$ cat src/eth_regs_pkg.sv
// Register map, field layout and reset values of the host control register bank
package eth_regs_pkg;

	// ***************************************************************
	// Register byte offsets
	// ***************************************************************
	localparam logic [7:0] IRQ_ENABLE_OFF = 8'h5C;
	localparam logic [7:0] BYTE_TEST_OFF = 8'h64;
	localparam logic [7:0] LEVEL_THR_OFF = 8'h68;
	localparam logic [7:0] RX_CONFIG_OFF = 8'h6C;
	localparam logic [7:0] IRQ_STATUS_OFF = 8'h80;
	localparam logic [7:0] IRQ_CLEAR_OFF = 8'h84;

	// ***************************************************************
	// Reset values and fixed patterns
	// ***************************************************************
	localparam logic [31:0] IRQ_ENABLE_RST = 32'h00000000;
	localparam logic [31:0] LEVEL_THR_RST = 32'h48000000;
	localparam logic [31:0] RX_CONFIG_RST = 32'h00000000;
	localparam logic [31:0] BYTE_TEST_VAL = 32'h87654321;

	// Implemented enable and status bits; all other positions read zero
	localparam logic [31:0] IRQ_VALID_MASK = 32'h83BFE7DF;
	// Writable bits of the threshold word; the reserved byte reads zero
	localparam logic [31:0] LEVEL_THR_MASK = 32'hFFFF00FF;

	// ***************************************************************
	// Interrupt source positions driven from inside the bank
	// ***************************************************************
	localparam int RX_DMA_IRQ_BIT = 20;
	localparam int TX_SPACE_IRQ_BIT = 9;
	localparam int TX_STAT_LEVEL_IRQ_BIT = 7;
	localparam int RX_STAT_LEVEL_IRQ_BIT = 3;

	// ***************************************************************
	// Field positions and widths
	// ***************************************************************
	localparam int LVL_W = 8;
	localparam int TX_SPACE_LVL_LSB = 24;
	localparam int TX_STAT_LVL_LSB = 16;
	localparam int RX_STAT_LVL_LSB = 0;
	localparam int ALIGN_W = 2;
	localparam int END_ALIGN_LSB = 30;
	localparam int DMA_CNT_W = 12;
	localparam int DMA_CNT_LSB = 16;
	localparam int FLUSH_BIT = 15;
	localparam int OFFSET_W = 5;
	localparam int OFFSET_LSB = 8;

	// ***************************************************************
	// End alignment codes and the matching word pad masks
	// ***************************************************************
	localparam logic [1:0] ALIGN_4 = 2'h0;
	localparam logic [1:0] ALIGN_16 = 2'h1;
	localparam logic [1:0] ALIGN_32 = 2'h2;
	localparam logic [2:0] PAD_MASK_4 = 3'h0;
	localparam logic [2:0] PAD_MASK_16 = 3'h3;
	localparam logic [2:0] PAD_MASK_32 = 3'h7;

endpackage : eth_regs_pkg

$ cat src/level_compare.sv
// Threshold comparator that pulses once when a FIFO level climbs above its limit
`timescale 1ns/1ps
module level_compare #(
	parameter int W = 8
) (
	input wire logic clk_in,
	input wire logic rst_n_in,
	input wire logic clk_en_in,
	input wire logic [W-1:0] level_in,
	input wire logic [W-1:0] thresh_in,
	output logic event_out
);

	logic above_r;
	logic above_nxt;

	assign above_nxt = (level_in > thresh_in);

	// Edge of the comparison, so a cleared flag is not re-set every cycle
	always_ff @(posedge clk_in or negedge rst_n_in) begin
		if (!rst_n_in) begin
			above_r <= 1'b0;
			event_out <= 1'b0;
		end else if (clk_en_in) begin
			above_r <= above_nxt;
			event_out <= above_nxt && !above_r;
		end
	end

	AST_LEVEL_EDGE: assert property (@(posedge clk_in) disable iff (!rst_n_in)
		(clk_en_in && above_nxt && !above_r) |=> event_out)
		else $error("level crossing did not raise its event");

endmodule : level_compare

$ cat src/rx_countdown.sv
// Receive transfer countdown that flags when the programmed word count is drained
`timescale 1ns/1ps
module rx_countdown (
	input wire logic clk_in,
	input wire logic rst_n_in,
	input wire logic clk_en_in,
	input wire logic load_in,
	input wire logic [eth_regs_pkg::DMA_CNT_W-1:0] load_val_in,
	input wire logic word_read_in,
	output logic [eth_regs_pkg::DMA_CNT_W-1:0] count_out,
	output logic done_out
);

	import eth_regs_pkg::*;

	localparam logic [DMA_CNT_W-1:0] ONE = 12'h001;

	// A host load replaces the running count, even mid-transfer
	always_ff @(posedge clk_in or negedge rst_n_in) begin
		if (!rst_n_in) begin
			count_out <= '0;
			done_out <= 1'b0;
		end else if (clk_en_in) begin
			done_out <= 1'b0;
			if (load_in) begin
				count_out <= load_val_in;
			end else if (word_read_in && count_out != '0) begin
				count_out <= count_out - ONE;
				done_out <= (count_out == ONE);
			end
		end
	end

	AST_DMA_DONE: assert property (@(posedge clk_in) disable iff (!rst_n_in)
		(clk_en_in && word_read_in && !load_in && count_out == ONE) |=> (done_out && count_out == '0))
		else $error("countdown reached zero without its event");

	AST_DMA_LOAD: assert property (@(posedge clk_in) disable iff (!rst_n_in)
		(clk_en_in && load_in) |=> (count_out == $past(load_val_in) && !done_out))
		else $error("host load did not replace the running count");

endmodule : rx_countdown

$ cat src/eth_host_regs.sv
// Host control register bank: interrupt enables, FIFO thresholds, receive configuration
`timescale 1ns/1ps

// Summary of operation
// - An enable bit at one lets its status source drive the interrupt output.
// - Status bits record events whatever the enables; masking only gates the output.
// - Software, TX stopped, RX stopped, drop half enables at 31, 25, 24, 23.
// - Enables 21 to 13: TX done, RX DMA, timer, PHY, power, overflow, errors.
// - Enables 10:6, 4:3, 2:0 for FIFO and pin sources; gaps read zero.
// - Byte order test word is read-only and always returns the fixed pattern.
// - TX space interrupt when free space in 64-byte blocks exceeds bits 31-24.
// - TX status level interrupt when used words exceed bits 23-16, reset zero.
// - RX status level interrupt when used words exceed bits 7-0; 15-8 reserved.
// - End alignment code in bits 31:30 selects 4, 16 or 32-byte word padding.
// - Transfer countdown in bits 27-16 drops per word read, flags at zero.
// - A host write to the countdown replaces the running count immediately.
// - Writing one to bit 15 flushes receive data and status pointers, self-clears.
// - Start offset in bits 12-8 inserts 0 to 31 bytes ahead of packet data.
// - Upper three offset bits may change while running, applied at next word read.
module eth_host_regs (
	input wire logic CORE_CLK_IN,
	input wire logic RST_N_IN,
	input wire logic CLK_EN_IN,
	input wire logic WB_CYC_IN,
	input wire logic WB_STB_IN,
	input wire logic WB_WE_IN,
	input wire logic [7:0] WB_ADR_IN,
	input wire logic [3:0] WB_SEL_IN,
	input wire logic [31:0] WB_DAT_IN,
	output logic [31:0] WB_DAT_OUT,
	output logic WB_ACK_OUT,
	input wire logic [31:0] SRC_EVENT_IN,
	input wire logic [eth_regs_pkg::LVL_W-1:0] TX_DATA_FREE_IN,
	input wire logic [eth_regs_pkg::LVL_W-1:0] TX_STAT_USED_IN,
	input wire logic [eth_regs_pkg::LVL_W-1:0] RX_STAT_USED_IN,
	input wire logic RX_WORD_READ_IN,
	output logic IRQ_OUT,
	output logic RX_FLUSH_OUT,
	output logic [eth_regs_pkg::ALIGN_W-1:0] RX_END_ALIGN_OUT,
	output logic [2:0] RX_PAD_MASK_OUT,
	output logic [eth_regs_pkg::OFFSET_W-1:0] RX_START_OFFSET_OUT
);

	import eth_regs_pkg::*;

	// ***************************************************************
	// Declarations
	// ***************************************************************
	logic [31:0] ien_r;
	logic [31:0] thr_r;
	logic [31:0] sts_r;
	logic [31:0] sts_nxt;
	logic [31:0] set_vec;
	logic [31:0] clr_vec;
	logic [ALIGN_W-1:0] align_r;
	logic [OFFSET_W-1:0] off_req_r;
	logic [DMA_CNT_W-1:0] dma_count;
	logic dma_done;
	logic tx_space_evt;
	logic tx_stat_evt;
	logic rx_stat_evt;
	logic req;
	logic wr_en;
	logic [7:0] word_adr;
	logic [31:0] wr_ien;
	logic [31:0] wr_thr;
	logic [31:0] wr_cfg;
	logic [31:0] cfg_rd;
	logic [31:0] rd_nxt;
	logic [2:0] pad_nxt;
	logic dma_load;
	logic irq_nxt;

	// Byte-lane merge of write data into the current value
	function automatic logic [31:0] merge(input logic [31:0] cur, input logic [31:0] wd,
		input logic [3:0] sel);
		logic [31:0] res;
		res = cur;
		for (int i = 0; i < 4; i++) begin
			if (sel[i]) begin
				res[i*8 +: 8] = wd[i*8 +: 8];
			end
		end
		return res;
	endfunction : merge

	// ***************************************************************
	// Wishbone slave
	// ***************************************************************

	// Writes land on the edge the master samples ack, never earlier
	assign req = WB_CYC_IN && WB_STB_IN;
	assign word_adr = {WB_ADR_IN[7:2], 2'b00};
	assign wr_en = req && WB_WE_IN && WB_ACK_OUT;

	// Single-wait acknowledge, dropped in the cycle after it was given
	always_ff @(posedge CORE_CLK_IN or negedge RST_N_IN) begin
		if (!RST_N_IN) begin
			WB_ACK_OUT <= 1'b0;
		end else if (CLK_EN_IN) begin
			WB_ACK_OUT <= req && !WB_ACK_OUT;
		end
	end

	// Receive configuration as read back; flush bit always reads zero
	always_comb begin
		cfg_rd = 32'h00000000;
		cfg_rd[END_ALIGN_LSB +: ALIGN_W] = align_r;
		cfg_rd[DMA_CNT_LSB +: DMA_CNT_W] = dma_count;
		cfg_rd[OFFSET_LSB +: OFFSET_W] = off_req_r;
	end

	// Read mux; unmapped and write-only offsets return zero
	always_comb begin
		unique case (word_adr)
			IRQ_ENABLE_OFF: rd_nxt = ien_r;
			BYTE_TEST_OFF: rd_nxt = BYTE_TEST_VAL;
			LEVEL_THR_OFF: rd_nxt = thr_r;
			RX_CONFIG_OFF: rd_nxt = cfg_rd;
			IRQ_STATUS_OFF: rd_nxt = sts_r;
			default: rd_nxt = 32'h00000000;
		endcase
	end

	// Read data captured as ack rises, held until the next read
	always_ff @(posedge CORE_CLK_IN or negedge RST_N_IN) begin
		if (!RST_N_IN) begin
			WB_DAT_OUT <= 32'h00000000;
		end else if (CLK_EN_IN && req && !WB_ACK_OUT && !WB_WE_IN) begin
			WB_DAT_OUT <= rd_nxt;
		end
	end

	// ***************************************************************
	// Interrupt enable and threshold registers
	// ***************************************************************
	assign wr_ien = merge(ien_r, WB_DAT_IN, WB_SEL_IN) & IRQ_VALID_MASK;
	assign wr_thr = merge(thr_r, WB_DAT_IN, WB_SEL_IN) & LEVEL_THR_MASK;

	// Enable mask; reserved positions can never be set
	always_ff @(posedge CORE_CLK_IN or negedge RST_N_IN) begin
		if (!RST_N_IN) begin
			ien_r <= IRQ_ENABLE_RST;
		end else if (CLK_EN_IN && wr_en && word_adr == IRQ_ENABLE_OFF) begin
			ien_r <= wr_ien;
		end
	end

	// FIFO level thresholds
	always_ff @(posedge CORE_CLK_IN or negedge RST_N_IN) begin
		if (!RST_N_IN) begin
			thr_r <= LEVEL_THR_RST;
		end else if (CLK_EN_IN && wr_en && word_adr == LEVEL_THR_OFF) begin
			thr_r <= wr_thr;
		end
	end

	// ***************************************************************
	// Level comparators
	// ***************************************************************
	level_compare #(.W(LVL_W)) u_tx_space (
		.clk_in(CORE_CLK_IN),
		.rst_n_in(RST_N_IN),
		.clk_en_in(CLK_EN_IN),
		.level_in(TX_DATA_FREE_IN),
		.thresh_in(thr_r[TX_SPACE_LVL_LSB +: LVL_W]),
		.event_out(tx_space_evt)
	);

	level_compare #(.W(LVL_W)) u_tx_stat (
		.clk_in(CORE_CLK_IN),
		.rst_n_in(RST_N_IN),
		.clk_en_in(CLK_EN_IN),
		.level_in(TX_STAT_USED_IN),
		.thresh_in(thr_r[TX_STAT_LVL_LSB +: LVL_W]),
		.event_out(tx_stat_evt)
	);

	level_compare #(.W(LVL_W)) u_rx_stat (
		.clk_in(CORE_CLK_IN),
		.rst_n_in(RST_N_IN),
		.clk_en_in(CLK_EN_IN),
		.level_in(RX_STAT_USED_IN),
		.thresh_in(thr_r[RX_STAT_LVL_LSB +: LVL_W]),
		.event_out(rx_stat_evt)
	);

	// ***************************************************************
	// Receive configuration
	// ***************************************************************
	assign wr_cfg = merge(cfg_rd, WB_DAT_IN, WB_SEL_IN);
	assign dma_load = wr_en && word_adr == RX_CONFIG_OFF && (WB_SEL_IN[2] || WB_SEL_IN[3]);

	// Alignment is taken as written; the host keeps it stable mid-packet
	always_ff @(posedge CORE_CLK_IN or negedge RST_N_IN) begin
		if (!RST_N_IN) begin
			align_r <= RX_CONFIG_RST[END_ALIGN_LSB +: ALIGN_W];
			off_req_r <= RX_CONFIG_RST[OFFSET_LSB +: OFFSET_W];
		end else if (CLK_EN_IN && wr_en && word_adr == RX_CONFIG_OFF) begin
			align_r <= wr_cfg[END_ALIGN_LSB +: ALIGN_W];
			off_req_r <= wr_cfg[OFFSET_LSB +: OFFSET_W];
		end
	end

	// Word pad mask for the datapath; reserved code falls back to no padding
	always_comb begin
		unique case (align_r)
			ALIGN_16: pad_nxt = PAD_MASK_16;
			ALIGN_32: pad_nxt = PAD_MASK_32;
			default: pad_nxt = PAD_MASK_4;
		endcase
	end

	// Registered alignment outputs; padding words are the host's to drop
	always_ff @(posedge CORE_CLK_IN or negedge RST_N_IN) begin
		if (!RST_N_IN) begin
			RX_END_ALIGN_OUT <= RX_CONFIG_RST[END_ALIGN_LSB +: ALIGN_W];
			RX_PAD_MASK_OUT <= PAD_MASK_4;
		end else if (CLK_EN_IN) begin
			RX_END_ALIGN_OUT <= align_r;
			RX_PAD_MASK_OUT <= pad_nxt;
		end
	end

	// Word part of the offset waits for a word read; byte part follows at once
	always_ff @(posedge CORE_CLK_IN or negedge RST_N_IN) begin
		if (!RST_N_IN) begin
			RX_START_OFFSET_OUT <= RX_CONFIG_RST[OFFSET_LSB +: OFFSET_W];
		end else if (CLK_EN_IN) begin
			RX_START_OFFSET_OUT[1:0] <= off_req_r[1:0];
			if (RX_WORD_READ_IN) begin
				RX_START_OFFSET_OUT[4:2] <= off_req_r[4:2];
			end
		end
	end

	// Flush strobe lasts one enabled cycle, so the bit never reads back set
	always_ff @(posedge CORE_CLK_IN or negedge RST_N_IN) begin
		if (!RST_N_IN) begin
			RX_FLUSH_OUT <= 1'b0;
		end else if (CLK_EN_IN) begin
			RX_FLUSH_OUT <= wr_en && word_adr == RX_CONFIG_OFF && wr_cfg[FLUSH_BIT];
		end
	end

	rx_countdown u_countdown (
		.clk_in(CORE_CLK_IN),
		.rst_n_in(RST_N_IN),
		.clk_en_in(CLK_EN_IN),
		.load_in(dma_load),
		.load_val_in(wr_cfg[DMA_CNT_LSB +: DMA_CNT_W]),
		.word_read_in(RX_WORD_READ_IN),
		.count_out(dma_count),
		.done_out(dma_done)
	);

	// ***************************************************************
	// Interrupt status and output
	// ***************************************************************

	// Internal events replace the matching external lines
	always_comb begin
		set_vec = SRC_EVENT_IN;
		set_vec[RX_DMA_IRQ_BIT] = dma_done;
		set_vec[TX_SPACE_IRQ_BIT] = tx_space_evt;
		set_vec[TX_STAT_LEVEL_IRQ_BIT] = tx_stat_evt;
		set_vec[RX_STAT_LEVEL_IRQ_BIT] = rx_stat_evt;
		set_vec = set_vec & IRQ_VALID_MASK;
	end

	// Write-one-to-clear through its own offset
	assign clr_vec = (wr_en && word_adr == IRQ_CLEAR_OFF) ?
		merge(32'h00000000, WB_DAT_IN, WB_SEL_IN) : 32'h00000000;

	// Set beats clear so an event in the clearing cycle is kept
	assign sts_nxt = (sts_r & ~clr_vec) | set_vec;

	// Status ignores the enables entirely
	always_ff @(posedge CORE_CLK_IN or negedge RST_N_IN) begin
		if (!RST_N_IN) begin
			sts_r <= 32'h00000000;
		end else if (CLK_EN_IN) begin
			sts_r <= sts_nxt;
		end
	end

	assign irq_nxt = |(sts_r & ien_r);

	// Registered level output, one cycle behind the status
	always_ff @(posedge CORE_CLK_IN or negedge RST_N_IN) begin
		if (!RST_N_IN) begin
			IRQ_OUT <= 1'b0;
		end else if (CLK_EN_IN) begin
			IRQ_OUT <= irq_nxt;
		end
	end

	// ***************************************************************
	// Assertions
	// ***************************************************************
	AST_IRQ_GATE: assert property (@(posedge CORE_CLK_IN) disable iff (!RST_N_IN)
		$past(CLK_EN_IN) |-> (IRQ_OUT == |($past(sts_r) & $past(ien_r))))
		else $error("interrupt output differs from gated status");

	AST_IRQ_MASKED: assert property (@(posedge CORE_CLK_IN) disable iff (!RST_N_IN)
		(CLK_EN_IN && ien_r == 32'h00000000) |=> !IRQ_OUT)
		else $error("interrupt raised with every source disabled");

	AST_STS_RECORD: assert property (@(posedge CORE_CLK_IN) disable iff (!RST_N_IN)
		CLK_EN_IN |=> ((sts_r & $past(set_vec)) == $past(set_vec)))
		else $error("event lost from status");

	AST_IEN_RESERVED: assert property (@(posedge CORE_CLK_IN) disable iff (!RST_N_IN)
		(CLK_EN_IN && wr_en && word_adr == IRQ_ENABLE_OFF)
		|=> (ien_r == (merge($past(ien_r), $past(WB_DAT_IN), $past(WB_SEL_IN)) & 32'h83BFE7DF)))
		else $error("enable write stored wrong bits");

	AST_BYTE_TEST: assert property (@(posedge CORE_CLK_IN) disable iff (!RST_N_IN)
		($rose(WB_ACK_OUT) && $past(word_adr == BYTE_TEST_OFF && !WB_WE_IN))
		|-> (WB_DAT_OUT == 32'h87654321))
		else $error("byte order test word read back wrong");

	AST_FLUSH_ONCE: assert property (@(posedge CORE_CLK_IN) disable iff (!RST_N_IN)
		(RX_FLUSH_OUT && CLK_EN_IN) |=> (!RX_FLUSH_OUT && cfg_rd[FLUSH_BIT] == 1'b0))
		else $error("flush strobe did not clear itself");

	AST_OFFSET_WORD: assert property (@(posedge CORE_CLK_IN) disable iff (!RST_N_IN)
		(CLK_EN_IN && RX_WORD_READ_IN) |=> (RX_START_OFFSET_OUT[4:2] == $past(off_req_r[4:2])))
		else $error("word offset not applied at word read");

	AST_OFFSET_HOLD: assert property (@(posedge CORE_CLK_IN) disable iff (!RST_N_IN)
		(CLK_EN_IN && !RX_WORD_READ_IN) |=> $stable(RX_START_OFFSET_OUT[4:2]))
		else $error("word offset changed without a word read");

	AST_PAD_MASK: assert property (@(posedge CORE_CLK_IN) disable iff (!RST_N_IN)
		(CLK_EN_IN && align_r == 2'h2) |=> (RX_PAD_MASK_OUT == 3'h7))
		else $error("32-byte alignment gave wrong pad mask");

	AST_SET_WINS: assert property (@(posedge CORE_CLK_IN) disable iff (!RST_N_IN)
		(CLK_EN_IN && |(set_vec & clr_vec)) |=> |(sts_r & $past(set_vec & clr_vec)))
		else $error("clear beat a simultaneous event");

endmodule : eth_host_regs

$ cat config.mk
export PLATFORM = sky130hd
export DESIGN_NAME = eth_host_regs
export DESIGN_NICKNAME = d
export VERILOG_FILES = /design/src/eth_regs_pkg.sv /design/src/level_compare.sv /design/src/rx_countdown.sv /design/src/eth_host_regs.sv
export SDC_FILE = /design/constraint.sdc
export NUM_CORES = 1
export LEC_CHECK = 0
export BUFFER_PORTS_ARGS = -buffer_cell sky130_fd_sc_hd__buf_2
export CAP_MARGIN = 20
export CORE_ASPECT_RATIO = 1.25
export CORE_MARGIN = 4
export CORE_UTILIZATION = 53
export DETAILED_ROUTE_END_ITERATION = 10
export PLACE_DENSITY = 0.83
export SYNTH_ARGS = -nofsm -noshare
export SYNTH_HDL_FRONTEND = slang
export SYNTH_SLANG_ARGS = --single-unit
$ cat constraint.sdc
create_clock -name CORE_CLK_IN -period 2.4 [get_ports CORE_CLK_IN]
set_input_delay 0.48 -clock CORE_CLK_IN [delete_from_list [all_inputs] [get_ports CORE_CLK_IN]]
set_output_delay 0.48 -clock CORE_CLK_IN [all_outputs]
set_load 0.01 [all_outputs]
==> metrics <==
Worst EP required=between 2 and 3 ns; Post-Syn Area=7246 um2; R2R Setup Slk=about 0.25 ns; Synth cell types=56; number of top-level pins=152; Synth async-reset ratio=100.0%; die footprint=roughly 16000 um2; CP Depth=5; Placed Cells=947; Worst-Skew Late Latency=0.42 ns; IO buf count=roughly 140; DRT antenna net count=0; Avg Synthesized Cell Area=roughly 11 um2; critical path cell sequence=nor4_1 > nand4_1 > nand4_1 > nand2_1 > o221a_2; net count after synthesis=roughly 800; Synth Warn #=0; CTS resizes=0; CP delay by family, top=simple AND/OR/NAND/NOR gates; Final Cycle Share=around 90%; drc violations=0; crit path kind=flip-flop to flip-flop; crit-path max FO=6; layout cell share with drive strength beyond 1=between 30% and 40%; Peak VDD IR=0.4043 mV; endpoints failing setup=0; TritonCTS clock tree=yes; htree depth=4; root buf cell=clkbuf_16; Crit. End Element=flip-flop; Antenna diodes=0; Post-synth top cells=dfrtp_1, mux2_2, nand2_1, nor2_1, inv_1; Arr. time, crit path=approximately 2.5 ns; slowest stage delay, CP=0.65 ns; Setup crit start kind=flip-flop; worst slew pin tran=~0.8 ns; Fin. Hold Viols=0; Slew headroom=a little under half; most frequent CP cell=nand4_1; Reg-to-Reg Start=u_countdown.count_out[4]; Initial Util=54.28%; total number of vias=6228; Power Dens Cells=720.4 nW/um2; Setup Skew=approximately 0.0074 ns; DR vias/cell=roughly 6.4; most common cell in the netlist=dfrtp_1; grt ovf=0; post-route insts no fill=980; Post-synth EDFFs=0; Fin Setup TNS=0 ns; outcome=finished, final reports clean; Synth area leader=dfrtp_1; Bufs on Longest Clock Path=2; number of global-route vias before repair=about 6.5k; Crit Reg-Reg Endpoint=u_countdown.count_out[1]; gpl congestion=roughly 0.88; largest cells by area after synthesis=dfrtp_1, mux2_2, ha_1; post-synthesis sequential area ratio=about 50%; wire per inst=around 21 um; #FFs+latches synth=149; Fillers=around 960; largest net degree at the start of global routing=47; Area growth syn-to-layout=21.31%; Die Ht=approximately 140 um; min-delay worst type=input pin to flip-flop; Critical Path Sink=u_countdown.count_out[1]; most common flop cell mapped by yosys=dfrtp_1; # nets final=between 900 and 1k; max-cap viol count=0; clk slew on worst S/H paths=0.06 ns; RSZ-0062 raised after global routing=false; synthesized instance count=654; initial antenna violation count=0; Sink Count=~150; DRT iter0 DRCs=roughly 550; max-slew violation count=0; reg2reg path depth=5; All-Layer GR Usage=26.54%; Setup crit start=u_countdown.count_out[4]; global-route wire length before repair=about 33 mm; fin crit period=about 2.2 ns; slowest CP cell=nor4_1; fmax=464.6 MHz; Die Wd=roughly 110 um; LEAKAGE=between 4 and 5 nW; Core Box Area=around 13000 um2; drt total wl=just over 20 mm; row count=47; Detail Placement HPWL=around 15 mm; Buffers & Inverters on Critical Path=0; CTS Buf Count=17; drt pass-1 iters=8; share of the synthesized area in the top cell type=about half
-- cells by family (layout without fill, tap and decap cells) --
logic type,Yosys count,count (layout),synth area share [%]
mux,59,59,9.100
fa+ha+maj,28,28,4.835
simple gates,172,172,12.35
flops,149,149,51.49
buf+inv,67,222,3.903
compound gates,179,179,18.32
-- through the flow --
| step | utilization (%) | total power [mW] | worst slack, ns | instance area, um2 | hold slack, ns |
|---|---|---|---|---|---|
| floorplan | - | 3.314 | 0.4277 | 7246 | 0.1844 |
| global placement | 61.42 | 3.717 | 0.04815 | 8199 | 0.4406 |
| detailed placement | 61.42 | 3.756 | 0.04827 | 8199 | 0.4431 |
| CTS | 65.85 | 6.351 | 0.2865 | 8790 | 0.2430 |
| global route | 65.85 | 6.580 | 0.1143 | 8790 | 0.2352 |
| finish | 65.85 | 6.332 | 0.2478 | 8790 | 0.2544 |
-- routing by layer --
| metal | track usage, % | wire (um) |
|---|---|---|
| met4 | 12.72 | 798 |
| met3 | 6.766 | 1660 |
| met2 | 44.69 | 10580 |
| met5 | 0 | 0 |
| met1 | 31.55 | 7748 |
-- repair_timing --
item | CTS | global route
setup endpoints to repair | 0 | 0
hold endpoints to repair | 8 | 0
setup buffers | 0 | 0
hold buffers | 1 | 0
-- area by class of cell --
| type | count | area, um2 | area share, % |
|---|---|---|---|
| flip-flops and latches | 149 | 3731 | 42.45 |
| multi-input cells | 438 | 3247 | 36.94 |
| repair buffers | 156 | 889.6 | 10.12 |
| clock buffers | 18 | 439.2 | 4.996 |
| well taps | 171 | 214.0 | 2.434 |
| clock inverters | 14 | 141.4 | 1.609 |
| inverters | 34 | 127.6 | 1.452 |
-- power breakdown --
group	leakage (nW)	switching [mW]	total, mW	internal, mW
clock	0.278	1.13	2.61	1.48
sequential	1.86	0.211	2.91	2.70
combinational	2.03	0.468	0.814	0.346
total	4.17	1.80	6.33	4.53
-- how the worst min path moves through the flow --
stage,slack (ns),start,to,depth (start not counted)
after detailed placement,0.44,RST_N_IN,u_countdown.count_out[5],1
after global placement,0.44,RST_N_IN,WB_DAT_OUT[22],1
after CTS,0.24,WB_DAT_IN[28],sts_r[28],2
final,0.25,WB_DAT_IN[29],sts_r[29],2
after global routing,0.24,WB_DAT_IN[28],sts_r[28],2
after floorplan,0.18,RST_N_IN,IRQ_OUT,0
-- layout by cell type (no fill, tap or decap), types with 5 or more instances in the layout --
master | netlist | final
nand4_1 | 13 | 13
nand3_1 | 9 | 9
inv_1 | 34 | 34
a22o_1 | 28 | 28
buf_4 | 1 | 15
a21o_1 | 6 | 6
buf_2 | 10 | 135
a221oi_1 | 13 | 13
nand2_1 | 55 | 55
o21ai_0 | 29 | 29
mux2_2 | 55 | 55
a22oi_1 | 15 | 15
and2_1 | 5 | 5
inv_6 | 0 | 5
nor3_1 | 10 | 10
a21oi_1 | 16 | 16
a31oi_1 | 15 | 15
dfrtp_1 | 147 | 147
ha_1 | 28 | 28
a222oi_1 | 15 | 15
and3_1 | 7 | 7
clkbuf_16 | 0 | 17
o21a_1 | 6 | 6
nor2_1 | 41 | 40
a21boi_0 | 9 | 9
-- registers in the layout (all words and copies together), names as in the netlist, 5 cells and up --
signal	count
sts_r	32
WB_DAT_OUT	32
off_req_r	5
ien_r	23
RX_START_OFFSET_OUT	5
thr_r	24
u_countdown.count_out	12
No activity file was read; power rests on OpenSTA's default activity.
